File: config.mk
export PLATFORM = sky130hd
export DESIGN_NAME = iser_status
export DESIGN_NICKNAME = d
export VERILOG_FILES = /design/src/rtl/iser_err_mem.v /design/src/rtl/iser_status.v
export VERILOG_INCLUDE_DIRS = /design/src /design/src/rtl
export SDC_FILE = /design/constraint.sdc
export NUM_CORES = 1
export LEC_CHECK = 0
export BUFFER_PORTS_ARGS = -buffer_cell sky130_fd_sc_hd__buf_2
export CAP_MARGIN = 25
export CORE_MARGIN = 1.5
export CORE_UTILIZATION = 60
export CTS_CLUSTER_DIAMETER = 100
export DETAILED_ROUTE_END_ITERATION = 10
export PLACE_DENSITY = 0.8
export SLEW_MARGIN = 20
export SYNTH_ARGS = -nofsm -noshare
export SYNTH_HDL_FRONTEND = slang
export SYNTH_HIERARCHICAL = 1
export SYNTH_SLANG_ARGS = --single-unit
File: constraint.sdc
create_clock -name i_sys_clk -period 3.85 [get_ports i_sys_clk]
set_input_delay 0 -clock i_sys_clk [delete_from_list [all_inputs] [get_ports i_sys_clk]]
set_output_delay 0 -clock i_sys_clk [all_outputs]
set_load 0.05 [all_outputs]
File: src/rtl/iser_defs.vh
`ifndef ISER_DEFS_VH
`define ISER_DEFS_VH

// ==========================================================================
// Command codes on the command port.
`define ISER_CMD_CLS 4'h0
`define ISER_CMD_ESE_W 4'h1
`define ISER_CMD_ESE_Q 4'h2
`define ISER_CMD_ESR_Q 4'h3
`define ISER_CMD_OPC 4'h4
`define ISER_CMD_OPC_Q 4'h5
`define ISER_CMD_PSC_W 4'h6
`define ISER_CMD_PSC_Q 4'h7
`define ISER_CMD_SRE_W 4'h8
`define ISER_CMD_SRE_Q 4'h9
`define ISER_CMD_STB_Q 4'hA
`define ISER_CMD_QEN_W 4'hB
`define ISER_CMD_QEN_Q 4'hC
`define ISER_CMD_QEV_Q 4'hD
`define ISER_CMD_PRESET 4'hE
`define ISER_CMD_ERR_Q 4'hF

// ==========================================================================
// Standard event latch bit positions, implemented bits and reset value.
`define ISER_SE_OPC 0
`define ISER_SE_QYE 2
`define ISER_SE_DDE 3
`define ISER_SE_EXE 4
`define ISER_SE_CME 5
`define ISER_SE_PON 7
`define ISER_SE_USED 8'hBD
`define ISER_SE_RESET 8'h80

// ==========================================================================
// Questionable event latch bit positions and implemented bits.
`define ISER_QB_VOLT 0
`define ISER_QB_CURR 1
`define ISER_QB_OHMS 9
`define ISER_QB_LIM_LO 11
`define ISER_QB_LIM_HI 12
`define ISER_QB_USED 16'h1A03

// Overload kinds on the overload kind input.
`define ISER_OVL_VOLT 2'h0
`define ISER_OVL_CURR 2'h1
`define ISER_OVL_OHMS 2'h2

// ==========================================================================
// Status byte bit positions and writable service request enable bits.
`define ISER_SB_QSUM 3
`define ISER_SB_MAV 4
`define ISER_SB_ESB 5
`define ISER_SB_RQS 6
`define ISER_SRE_WMASK 8'hBF

// ==========================================================================
// Error queue geometry and the empty answer.
`define ISER_EQ_DEPTH 5'h14
`define ISER_EQ_LAST 5'h13
`define ISER_EQ_AW 5
`define ISER_EQ_DW 16
`define ISER_ERR_STR_MAX 80
`define ISER_ERR_NONE 16'h0000
`define ISER_OPC_REPLY 16'h0001

`endif

File: src/rtl/iser_err_mem.v
`timescale 1ns/1ps
`include "iser_defs.vh"

// ==========================================================================
// Error queue storage: one write port, one read port, registered read data.
module iser_err_mem (
  input wire i_sys_clk,
  input wire i_clk_en,
  input wire i_we,
  input wire [`ISER_EQ_AW-1:0] i_waddr,
  input wire [`ISER_EQ_DW-1:0] i_wdata,
  input wire i_re,
  input wire [`ISER_EQ_AW-1:0] i_raddr,
  output reg [`ISER_EQ_DW-1:0] o_rdata
);

  reg [`ISER_EQ_DW-1:0] mem [0:`ISER_EQ_LAST];

  // Storage has no reset; only the read register is defined at start-up.
  always @(posedge i_sys_clk) begin
    if (i_clk_en && i_we) begin
      mem[i_waddr] <= i_wdata;
    end
  end

  // Read data comes out of a register one cycle after the read strobe.
  initial o_rdata = `ISER_ERR_NONE;
  always @(posedge i_sys_clk) begin
    if (i_clk_en && i_re) begin
      o_rdata <= mem[i_raddr];
    end
  end

endmodule

File: src/rtl/iser_status.v
`timescale 1ns/1ps
`include "iser_defs.vh"

module iser_status (
  input wire i_sys_clk,
  input wire i_reset,
  input wire i_clk_en,
  input wire i_cmd_valid,
  input wire [3:0] i_cmd_code,
  input wire [15:0] i_cmd_arg,
  output reg o_cmd_ready,
  output reg o_rsp_valid,
  output reg [15:0] o_rsp_data,
  input wire i_prior_busy,
  input wire i_ev_empty_read,
  input wire i_ev_reply_overrun,
  input wire i_ev_bufs_full,
  input wire i_ev_dev_err,
  input wire i_ev_exec_err,
  input wire i_ev_cmd_err,
  input wire [15:0] i_err_code,
  input wire i_ev_overload,
  input wire [1:0] i_ovl_kind,
  input wire i_ev_lim_lo,
  input wire i_ev_lim_hi,
  input wire i_mav,
  input wire i_rqs,
  input wire i_nv_psc,
  input wire [7:0] i_nv_ese,
  input wire [7:0] i_nv_sre,
  output reg o_psc,
  output reg [7:0] o_ese_mask,
  output reg [7:0] o_sre_mask,
  output reg [15:0] o_ques_mask,
  output reg o_std_summary,
  output reg o_ques_summary,
  output reg [7:0] o_status_byte,
  output reg o_cls_pulse,
  output reg [4:0] o_eq_count
);

  // ==========================================================================
  // Helper functions.

  // Sticky latch update: a set in the clearing cycle survives.
  function [15:0] f_merge;
    input [15:0] cur;
    input [15:0] set;
    input clr;
    begin
      f_merge = (cur & {16{~clr}}) | set;
    end
  endfunction

  // Queue pointer advance with wrap after the last slot.
  function [4:0] f_wrap;
    input [4:0] p;
    begin
      if (p == `ISER_EQ_LAST) begin
        f_wrap = 5'h00;
      end else begin
        f_wrap = p + 5'h01;
      end
    end
  endfunction

  // Overload kind to questionable bit.
  function [15:0] f_ovl_bits;
    input [1:0] kind;
    begin
      f_ovl_bits = 16'h0000;
      case (kind)
        `ISER_OVL_VOLT: f_ovl_bits[`ISER_QB_VOLT] = 1'b1;
        `ISER_OVL_CURR: f_ovl_bits[`ISER_QB_CURR] = 1'b1;
        `ISER_OVL_OHMS: f_ovl_bits[`ISER_QB_OHMS] = 1'b1;
        default: f_ovl_bits = 16'h0000;
      endcase
    end
  endfunction

  // True when the pending command runs in this cycle with the wanted code.
  function f_runs;
    input run;
    input [3:0] have;
    input [3:0] want;
    begin
      f_runs = run && (have == want);
    end
  endfunction

  // ==========================================================================
  // State.
  reg init_q;
  reg pend_q;
  reg [3:0] pcode_q;
  reg [15:0] parg_q;
  reg [7:0] sesr_q;
  reg [15:0] qev_q;
  reg [4:0] wp_q;
  reg [4:0] rp_q;
  reg err_rsp_q;
  wire [15:0] mem_rdata;

  reg exec;
  reg [7:0] se_set;
  reg se_clr;
  reg [7:0] sesr_d;
  reg [15:0] q_set;
  reg q_clr;
  reg [15:0] qev_d;
  reg [7:0] ese_d;
  reg [7:0] sre_d;
  reg [15:0] qen_d;
  reg psc_d;
  reg qye;
  reg err_any;
  reg push;
  reg pop;
  reg [4:0] cnt_d;
  reg std_sum_d;
  reg ques_sum_d;
  reg rsp_v_d;
  reg [15:0] rsp_d;
  reg pend_d;
  reg [7:0] stb_now;
  reg [7:0] stb_d;
  reg [15:0] se_merged;
  reg eq_empty;
  reg eq_full;

  // ==========================================================================
  // Next-state logic.

  // Command execution, event latching, masks, queue control and replies.
  always @* begin
    // Commands run in order, each only after all earlier work has finished.
    exec = pend_q & ~i_prior_busy & ~init_q;
    qye = i_ev_empty_read | i_ev_reply_overrun | i_ev_bufs_full;
    err_any = qye | i_ev_dev_err | i_ev_exec_err | i_ev_cmd_err;
    // Queue fill state, shared by the push, pop and empty-reply paths.
    eq_empty = (o_eq_count == 5'h00);
    eq_full = (o_eq_count == `ISER_EQ_DEPTH);

    // Standard event sources; overload lands on the device error bit.
    se_set = 8'h00;
    se_set[`ISER_SE_OPC] = f_runs(exec, pcode_q, `ISER_CMD_OPC);
    se_set[`ISER_SE_QYE] = qye;
    se_set[`ISER_SE_DDE] = i_ev_dev_err | i_ev_overload;
    se_set[`ISER_SE_EXE] = i_ev_exec_err;
    se_set[`ISER_SE_CME] = i_ev_cmd_err;
    se_clr = f_runs(exec, pcode_q, `ISER_CMD_CLS) | f_runs(exec, pcode_q, `ISER_CMD_ESR_Q);
    // Unused bits are forced to zero; the power-on bit only drops on a clear-status command or a read of the register.
    // The merge works on a full word, so only its low byte is kept.
    se_merged = f_merge({8'h00, sesr_q}, {8'h00, se_set}, se_clr);
    sesr_d = se_merged[7:0] & `ISER_SE_USED;

    // Questionable sources.
    q_set = 16'h0000;
    if (i_ev_overload) begin
      q_set = f_ovl_bits(i_ovl_kind);
    end
    q_set[`ISER_QB_LIM_LO] = i_ev_lim_lo;
    q_set[`ISER_QB_LIM_HI] = i_ev_lim_hi;
    q_clr = f_runs(exec, pcode_q, `ISER_CMD_CLS) | f_runs(exec, pcode_q, `ISER_CMD_QEV_Q);
    qev_d = f_merge(qev_q, q_set, q_clr) & `ISER_QB_USED;

    // Mask and setting writes; writing zero clears the mask.
    ese_d = o_ese_mask;
    sre_d = o_sre_mask;
    qen_d = o_ques_mask;
    psc_d = o_psc;
    if (exec) begin
      case (pcode_q)
        `ISER_CMD_ESE_W: ese_d = parg_q[7:0];
        `ISER_CMD_SRE_W: sre_d = parg_q[7:0] & `ISER_SRE_WMASK;
        `ISER_CMD_QEN_W: qen_d = parg_q;
        `ISER_CMD_PRESET: qen_d = 16'h0000;
        `ISER_CMD_PSC_W: psc_d = (parg_q != 16'h0000);
        default: ese_d = o_ese_mask;
      endcase
    end

    // Summaries follow latch and mask in the same cycle, never latched.
    std_sum_d = |(sesr_d & ese_d);
    ques_sum_d = |(qev_d & qen_d);

    // Error queue: one entry per cycle of errors, none for overload alone.
    push = err_any && !eq_full;
    pop = f_runs(exec, pcode_q, `ISER_CMD_ERR_Q) && !eq_empty;
    cnt_d = o_eq_count;
    if (push && !pop) begin
      cnt_d = o_eq_count + 5'h01;
    end else if (pop && !push) begin
      cnt_d = o_eq_count - 5'h01;
    end

    // Status byte as a serial poll would see it, request bit untouched.
    stb_now = 8'h00;
    stb_now[`ISER_SB_QSUM] = o_ques_summary;
    stb_now[`ISER_SB_MAV] = i_mav;
    stb_now[`ISER_SB_ESB] = o_std_summary;
    stb_now[`ISER_SB_RQS] = i_rqs;

    // Registered status byte, built from the summaries of this edge.
    stb_d = 8'h00;
    stb_d[`ISER_SB_QSUM] = ques_sum_d;
    stb_d[`ISER_SB_MAV] = i_mav;
    stb_d[`ISER_SB_ESB] = std_sum_d;
    stb_d[`ISER_SB_RQS] = i_rqs;

    // Replies carry the plain binary weight of the register.
    rsp_v_d = 1'b0;
    rsp_d = 16'h0000;
    if (err_rsp_q) begin
      rsp_v_d = 1'b1;
      rsp_d = mem_rdata;
    end else if (exec) begin
      rsp_v_d = 1'b1;
      case (pcode_q)
        `ISER_CMD_ESE_Q: rsp_d = {8'h00, o_ese_mask};
        `ISER_CMD_ESR_Q: rsp_d = {8'h00, sesr_q};
        `ISER_CMD_OPC_Q: rsp_d = `ISER_OPC_REPLY;
        `ISER_CMD_PSC_Q: rsp_d = {15'h0000, o_psc};
        `ISER_CMD_SRE_Q: rsp_d = {8'h00, o_sre_mask};
        `ISER_CMD_STB_Q: rsp_d = {8'h00, stb_now};
        `ISER_CMD_QEN_Q: rsp_d = o_ques_mask;
        `ISER_CMD_QEV_Q: rsp_d = qev_q;
        `ISER_CMD_ERR_Q: begin
          // A non-empty queue answers one cycle later from the memory.
          rsp_v_d = eq_empty;
          rsp_d = `ISER_ERR_NONE;
        end
        default: rsp_v_d = 1'b0;
      endcase
    end

    // One command waits at a time; it leaves when executed.
    pend_d = pend_q;
    if (exec) begin
      pend_d = 1'b0;
    end else if (i_cmd_valid && o_cmd_ready) begin
      pend_d = 1'b1;
    end
  end

  // ==========================================================================
  // Error queue storage.
  iser_err_mem u_err_mem (
    .i_sys_clk(i_sys_clk),
    .i_clk_en(i_clk_en),
    .i_we(push),
    .i_waddr(wp_q),
    .i_wdata(i_err_code),
    .i_re(pop),
    .i_raddr(rp_q),
    .o_rdata(mem_rdata)
  );

  // ==========================================================================
  // Registers.

  // Power-on reset sets the power-on bit and clears the questionable mask.
  always @(posedge i_sys_clk or posedge i_reset) begin
    if (i_reset) begin
      init_q <= 1'b1;
      pend_q <= 1'b0;
      pcode_q <= 4'h0;
      parg_q <= 16'h0000;
      sesr_q <= `ISER_SE_RESET;
      qev_q <= 16'h0000;
      wp_q <= 5'h00;
      rp_q <= 5'h00;
      err_rsp_q <= 1'b0;
      o_cmd_ready <= 1'b0;
      o_rsp_valid <= 1'b0;
      o_rsp_data <= 16'h0000;
      o_psc <= 1'b0;
      o_ese_mask <= 8'h00;
      o_sre_mask <= 8'h00;
      o_ques_mask <= 16'h0000;
      o_std_summary <= 1'b0;
      o_ques_summary <= 1'b0;
      o_status_byte <= 8'h00;
      o_cls_pulse <= 1'b0;
      o_eq_count <= 5'h00;
    end else if (i_clk_en) begin
      if (init_q) begin
        // Restore the power-on clear flag once, right after power-on; the ESE and SRE masks come from nonvolatile storage only when it is clear.
        init_q <= 1'b0;
        o_psc <= i_nv_psc;
        o_ese_mask <= i_nv_psc ? 8'h00 : i_nv_ese;
        o_sre_mask <= i_nv_psc ? 8'h00 : (i_nv_sre & `ISER_SRE_WMASK);
        o_cmd_ready <= 1'b1;
      end else begin
        o_psc <= psc_d;
        o_ese_mask <= ese_d;
        o_sre_mask <= sre_d;
        // A pop holds ready low one more cycle, so the memory reply and the
        // reply of the next query never stand in adjacent cycles.
        o_cmd_ready <= ~pend_d & ~pop;
      end
      if (i_cmd_valid && o_cmd_ready) begin
        pcode_q <= i_cmd_code;
        parg_q <= i_cmd_arg;
      end
      pend_q <= pend_d;
      sesr_q <= sesr_d;
      qev_q <= qev_d;
      o_ques_mask <= qen_d;
      o_std_summary <= std_sum_d;
      o_ques_summary <= ques_sum_d;
      o_status_byte <= stb_d;
      o_cls_pulse <= f_runs(exec, pcode_q, `ISER_CMD_CLS);
      o_rsp_valid <= rsp_v_d;
      o_rsp_data <= rsp_d;
      err_rsp_q <= pop;
      o_eq_count <= cnt_d;
      if (push) begin
        wp_q <= f_wrap(wp_q);
      end
      if (pop) begin
        rp_q <= f_wrap(rp_q);
      end
    end
  end

endmodule

==> metrics.md, run 1 <==
| Metric | Value |
|---|---|
| Layout Area Growth over Synthesis | 17.85% |
| H-tree levels | 2 |
| Total power divided by cell area | 649.3 nW/um^2 |
| Clock skew after layout | 0.02097 ns |
| Met3 GRT Util | 4.241% |
| Slew Limit Fails | 0 |
| Asr flop ratio synth | 23.64% |
| Critical path data required time | 4.27 ns |
| Global-route total usage across every layer | 29.02% |
| Top achievable clock speed | 0.3457 GHz |
| Placed wire-length estimate | 27,440 um |
| Area occupied by multi-input gates | 5265 um^2 |
| Number of hold buffers added after cts | 71 |
| Arrival @ worst endpoint | 3.31 ns |
| Design Power | 14.09 mW |
| Cell area after layout | 21,700 um^2 |
| Final ANT Viol Nets | 0 |
| Routing layer with the top usage in global route | met2 |
| Count of cell types in the netlist | 76 |
| Full die area | 31,750 um^2 |
| Top-level I/O count | 138 |
| IO buf count | 131 |
| Fin crit share | 75.14% |
| Via Count | 12,011 |
| Top FF cell, synth | edfxtp_1 |
| Post-synthesis register bit count | 440 |
| Type of element launching the critical path | flip-flop |
| Largest net degree at the start of global routing | 65 |
| Post-cts repair resize count | 0 |
| Share of cells above drive strength 1 | 20.84% |
| Final core area utilization | 72.45% |
| Fin worst setup slack | 0.9570 ns |
| Final nets | 1,542 |
| Dominant cell type by area after synthesis | edfxtp_1 |
| Height of the chip | 178.2 um |
| Tightest hold margin | 0.008189 ns |
| Global Route met1 Usage | 37.55% |
| Pre-CTS worst setup slack | 0.9814 ns |
| Max cap viols | 0 |
| # placed instances | 1,735 |
| Slew HR | 42.81% |
| Final critical-path required period | 2.893 ns |
| Initial antenna violation count | 0 |
| Number of setup buffers added after CTS | 0 |
| Post-Route Setup TNS | 0 ns |
| Sequential cell area fraction in the yosys report | 68.94% |
| Number of buffers on the longest clock path | 3 |
| Crit path largest cell delay | 0.45 ns |
| Initial drt markers | 1,317 |
| Worst min-delay path category | in -> async |
| Aggregate global routing overflow | 0 |
| Max rail drop VDD | 0.4065 mV |
| Setup repair after global routing missed its margin | false |
| Worst skew pair latency | 0.55 ns |
| Post-synth EDFFs | 336 |
| Gate count of the mapped netlist | 1,233 |
| Slowest stage cell, crit path | dfrtp_1 |
| Synth warn | 6 |
| Clock slew at reported path FFs | 0.06 ns |
| Average footprint of a synthesized cell | 14.94 um^2 |
| Cell type with the highest occurrence count on the critical path | ha_1 |
| Vias in the first global route | 11,996 |
| Post-placement cell area | 19,580 um^2 |
| Number of cells in the finished layout apart from fillers | 1,888 |
| Mapped Area | 18,420 um^2 |
| Initial Util | 61.48% |
| Cell types with the highest counts after synthesis | 336 x edfxtp_1, 135 x mux2i_1, 102 x dfrtp_1 |
| Die extent in x | 178.2 um |
| Worst path cell trace | nor3_1 -> a32oi_1 -> ha_1 -> inv_1 -> ha_1 -> a21o_1 -> a21oi_1 -> xnor2_1 -> nor2_1 -> xor2_1 |
| Area share of the largest cell type after synthesis | 54.79% |
| Number of filler cells placed in the layout | 1,830 |
| Leakage power | 7.954 nW |
| Per-cell routed wire length | 23.94 um |
| Clock sinks | 440 |
| First drt pass iteration count | 5 |
| Cell with the most instances after synthesis | edfxtp_1 |
| Critical path peak fanout | 7 |
| Root Buffer | clkbuf_16 |
| TritonCTS clock tree | done |
| Area of the core | 29,950 um^2 |
| Outcome | complete, no violations |
| Via count normalized by instance count | 6.362 |
| Placer congestion estimate | 0.9304 |
| Met2 routing resource usage after global routing | 49.56% |
| Num CTS Buffers | 45 |
| Least-Margin Pin Slew | 0.8548 ns |
| Row count | 63 |
| Area of all sequential standard cells | 12,700 um^2 |
| Number of endpoints failing setup at the final stage | 0 |
| # DRC | 0 |
| Crit path capture type | flip-flop |
| Aggregate routed wire length | 45,200 um |
| Start-to-end type of the worst setup path | reg -> reg |
| Count of endpoints failing hold in the final timing report | 0 |
| Wire length of the first global-routing pass | 68,390 um |
| Leading cell types by total area after synthesis | edfxtp_1 55%, dfrtp_1 14%, mux2i_1 7.3% |
==> critical path: cells and delay by family, from the launching register on <==
| kind | cells | cell delay (ns) |
|---|---|---|
| adders and majority gates | 2 | 0.64 |
| and+or+nand+nor | 2 | 0.52 |
| DFF | 1 | 0.45 |
| AOI/OAI and AO/OA | 3 | 0.74 |
| xor gates and xnor gates | 2 | 0.27 |
| buffers and inverters | 1 | 0.15 |
==> registers in the layout, indices dropped and copies added (netlist names), 4 cells and up <==
name               cells
u_err_mem/mem        320
rp_q                   5
o_eq_count             5
f_merge.cur            5
u_err_mem/o_rdata     16
o_rsp_data            16
o_ques_mask           16
sesr_q                 6
o_ese_mask             8
pcode_q                4
parg_q                16
o_sre_mask             7
wp_q                   5
o_status_byte          4
==> cell type report <==
| type | instances | share of cell area (%) |
|---|---|---|
| Multi-Input combinational cell | 711 | 24.26 |
| Tap cell | 390 | 2.248 |
| Sequential cell | 440 | 58.51 |
| Antenna cell | 1 | 0.01153 |
| Inverter | 13 | 0.2364 |
| Clock inverter | 21 | 0.9513 |
| Timing Repair Buffer | 253 | 8.302 |
| Clock buffer | 59 | 5.477 |
==> per-layer routing <==
metal	up-vias	share of wire, %
met4	0	3.7
met3	129	8.2
li1	5213	-
met1	6012	38
met2	657	51
met5	-	0
==> final timing paths <==
path | start | endpoint | slack (ns) | cells past startpoint
worst max-delay path | o_eq_count[0] | o_eq_count[4] | 0.96 | 10
worst max register to register | o_eq_count[0] | o_eq_count[4] | 0.96 | 10
max in group asynchronous | i_reset | sesr_q[7] | 3.15 | 4
worst min-delay path | i_reset | o_rsp_data[7] | 0.008 | 3
worst min register to register | u_err_mem/o_rdata[10] | o_rsp_data[10] | 0.51 | 2
min in group i_sys_clk | i_ev_empty_read | o_status_byte[5] | 0.06 | 4
==> cells by family (layout without fill, tap and decap cells) <==
group,count (synthesis),count (layout),synth area share (%)
fa+ha+maj,7,7,0.5164
flops,440,440,68.94
compound gates,236,236,8.969
buf+inv,86,346,2.663
mux,181,181,11.13
xor+xnor,8,8,0.3804
simple gates,274,274,7.386
other cells,1,6,0.02036
==> layout by cell type, fill, tap and decap left out, types with 28 or more instances in the layout <==
cell	n
clkbuf_16	45
edfxtp_1	336
mux2i_1	135
dfrtp_1	101
nor2_1	63
a21oi_1	45
buf_2	131
buf_4	47
nand2_1	96
a22oi_1	35
mux2_2	28
o21ai_1	32
dlygate4sd3_1	71
==> power by group <==
part           switching, mW  leakage, nW  internal [mW]  total [mW]
sequential             0.591         4.31           5.62        6.21
clock                   1.73        0.673           2.38        4.11
combinational           2.29         2.97           1.47        3.77
total                   4.62         7.95           9.47        14.1
Note: power is estimated with default switching activity, not from simulation.
==> run 2, diff against run 1 <==
clock period = 2.9 ns   (was 3.85 ns; I/O delays follow)
==> metrics.md, run 2 (synthesis gave the netlist of run 1 again) <==
| Metric | Value |
|---|---|
| Outcome | complete, no violations |
| Share of cells above drive strength 1 | 22.01% (+1.2 points) |
| Initial antenna violation count | 0 (unchanged) |
| First drt pass iteration count | 6 (+1) |
| Number of buffers on the longest clock path | 3 (unchanged) |
| Clock skew after layout | 0.02064 ns (-0.0003284 ns) |
| Final critical-path required period | 2.579 ns (-0.3137 ns) |
| Crit path capture type | flip-flop |
| Wire length of the first global-routing pass | 67,300 um (-1.6%) |
| Type of element launching the critical path | flip-flop |
| H-tree levels | 2 (unchanged) |
| Worst min-delay path category | in -> reg |
| IO buf count | 131 (unchanged) |
| Commonest cells after routing, fill and taps aside | 336 x edfxtp_1, 135 x mux2i_1, 131 x buf_2 |
| Slew HR | 35.33% (-7.5 points) |
| Max rail drop VDD | 0.6147 mV (+51%) |
| Least-Margin Pin Slew | 0.9665 ns (+0.1118 ns) |
| Final nets | 1,558 (+1.0%) |
| Via count normalized by instance count | 6.305 (-0.90%) |
| Fin crit share | 88.94% (+14 points) |
| Initial drt markers | 1,249 (-5.2%) |
| Number of setup buffers added after CTS | 0 (unchanged) |
| Design Power | 18.54 mW (+32%) |
| Reg with most FFs | u_err_mem/mem |
| Critical path peak fanout | 5 (-2) |
| Clock sinks | 440 (unchanged) |
| Per-cell routed wire length | 23.23 um (-2.9%) |
| Placer congestion estimate | 0.9043 (-2.8%) |
| Row count | 63 (unchanged) |
| Max cap viols | 0 (unchanged) |
| Via Count | 12,004 (-0.058%) |
| Initial Util | 61.48% (unchanged) |
| Hold Path Origin | i_cmd_valid |
| Vias in the first global route | 11,929 (-0.56%) |
| Number of endpoints failing setup at the final stage | 0 (unchanged) |
| Aggregate routed wire length | 44,240 um (-2.1%) |
| Height of the chip | 178.2 um (unchanged) |
| Number of flip-flops under the largest register name | 320 (unchanged) |
| Most common cell after layout, fill and taps aside | edfxtp_1 |
| Start-to-end type of the worst setup path | reg -> reg |
| Setup repair after global routing missed its margin | false |
| Number of filler cells placed in the layout | 1,832 (+0.11%) |
| # DRC | 0 (unchanged) |
| Aggregate global routing overflow | 0 (unchanged) |
| Number of cells in the finished layout apart from fillers | 1,904 (+0.85%) |
| Die extent in x | 178.2 um (unchanged) |
| Largest net degree at the start of global routing | 56 (-14%) |
| Worst skew pair latency | 0.55 ns (about the same) |
| Total power divided by cell area | 853.0 nW/um^2 (+31%) |
| Critical path data required time | 3.31 ns (-0.96 ns) |
| Top achievable clock speed | 0.3877 GHz (+12%) |
| # placed instances | 1,754 (+1.1%) |
| Top-level I/O count | 138 (unchanged) |
| Layout Area Growth over Synthesis | 18.03% |
| Arrival @ worst endpoint | 2.99 ns (-0.32 ns) |
| Tightest hold margin | 0.03200 ns (+0.02381 ns) |
| Count of endpoints failing hold in the final timing report | 0 (unchanged) |
| Cell area after layout | 21,740 um^2 (+0.16%) |
| Placed wire-length estimate | 27,790 um (+1.3%) |
| Leakage power | 8.014 nW (+0.76%) |
| Origin of the worst setup path | o_eq_count[1] |
| TritonCTS clock tree | done |
| Num CTS Buffers | 44 (-2.2%) |
| Slew Limit Fails | 0 (unchanged) |
| Global-route total usage across every layer | 28.30% (-0.72 points) |
| Post-placement cell area | 19,690 um^2 (+0.59%) |
| Root Buffer | clkbuf_16 |
| Final core area utilization | 72.56% (+0.11 points) |
| Area of the core | 29,950 um^2 (unchanged) |
| Clock slew at reported path FFs | 0.06 ns (about the same) |
| Final ANT Viol Nets | 0 (unchanged) |
| Full die area | 31,750 um^2 (unchanged) |
| Critical R2R Launch | o_eq_count[1] |
[run 2: changes by cell type in the layout (fill, tap and decap cells not counted), moves of 2 or more]
cell       change
buf_4         +20
clkbuf_1       +4
clkinv_2       +3
clkbuf_8       +2
clkinv_1       -7
bufinv_16      -3
[run 2: layout make-up]
cell class                      count  area [um^2]  area share (%)
Multi-Input combinational cell    711         5259           24.19
Timing Repair Buffer              270         1899           8.738
Tap cell                          390        488.0           2.245
Clock buffer                       65         1231           5.664
Clock inverter                     14        106.4          0.4893
Inverter                           13        51.30          0.2360
Sequential cell                   440        12700           58.42
Antenna cell                        1        2.502         0.01151
[run 2: layer usage]
layer	global-route usage (%)	routed length, um
met5	0	0
met4	11.35	1668
met3	4.966	3453
met2	47.45	21900
met1	36.98	17220
[run 2: worst max-delay path, stage by stage (launching register included)]
cell,delay (ns)
dfrtp_1,0.45
nor3_2,0.33
a21oi_1,0.12
nand2_1,0.12
ha_1,0.21
inv_1,0.11
fa_1,0.41
a21o_1,0.17
a21oi_1,0.18
xnor2_1,0.15
nor2_1,0.08
xor2_1,0.14
[run 2: what timing repair did]
item,in CTS,in global routing
hold endpoints to repair,428,0
hold buffers,70,0
endpoints found under the setup margin,0,1
resized for setup,0,1
[run 2: path summary, 6_finish.rpt]
path,endpoint,slack [ns],depth (start not counted)
setup / recovery,o_eq_count[4],0.32,11
hold / removal,o_cmd_ready,0.03,5
setup reg to reg,o_eq_count[4],0.32,11
hold reg to reg,init_q,0.50,1
max in group asynchronous,init_q,2.01,4
min in group asynchronous,rp_q[1],0.13,3
[run 2: per-stage QoR]
stage / setup TNS [ns] / setup WS, ns
global placement: 0 / 0.3043
detailed placement: 0 / 0.2511
CTS: 0 / 0.1982
floorplan: -2.859 / -0.03847
finish: 0 / 0.3207
global route: 0 / 0.1389
[run 2: power by group]
part / internal, mW / total, mW / switching [mW]
combinational: 2.00 / 5.08 / 3.08
sequential: 7.46 / 8.20 / 0.733
clock: 2.96 / 5.26 / 2.30
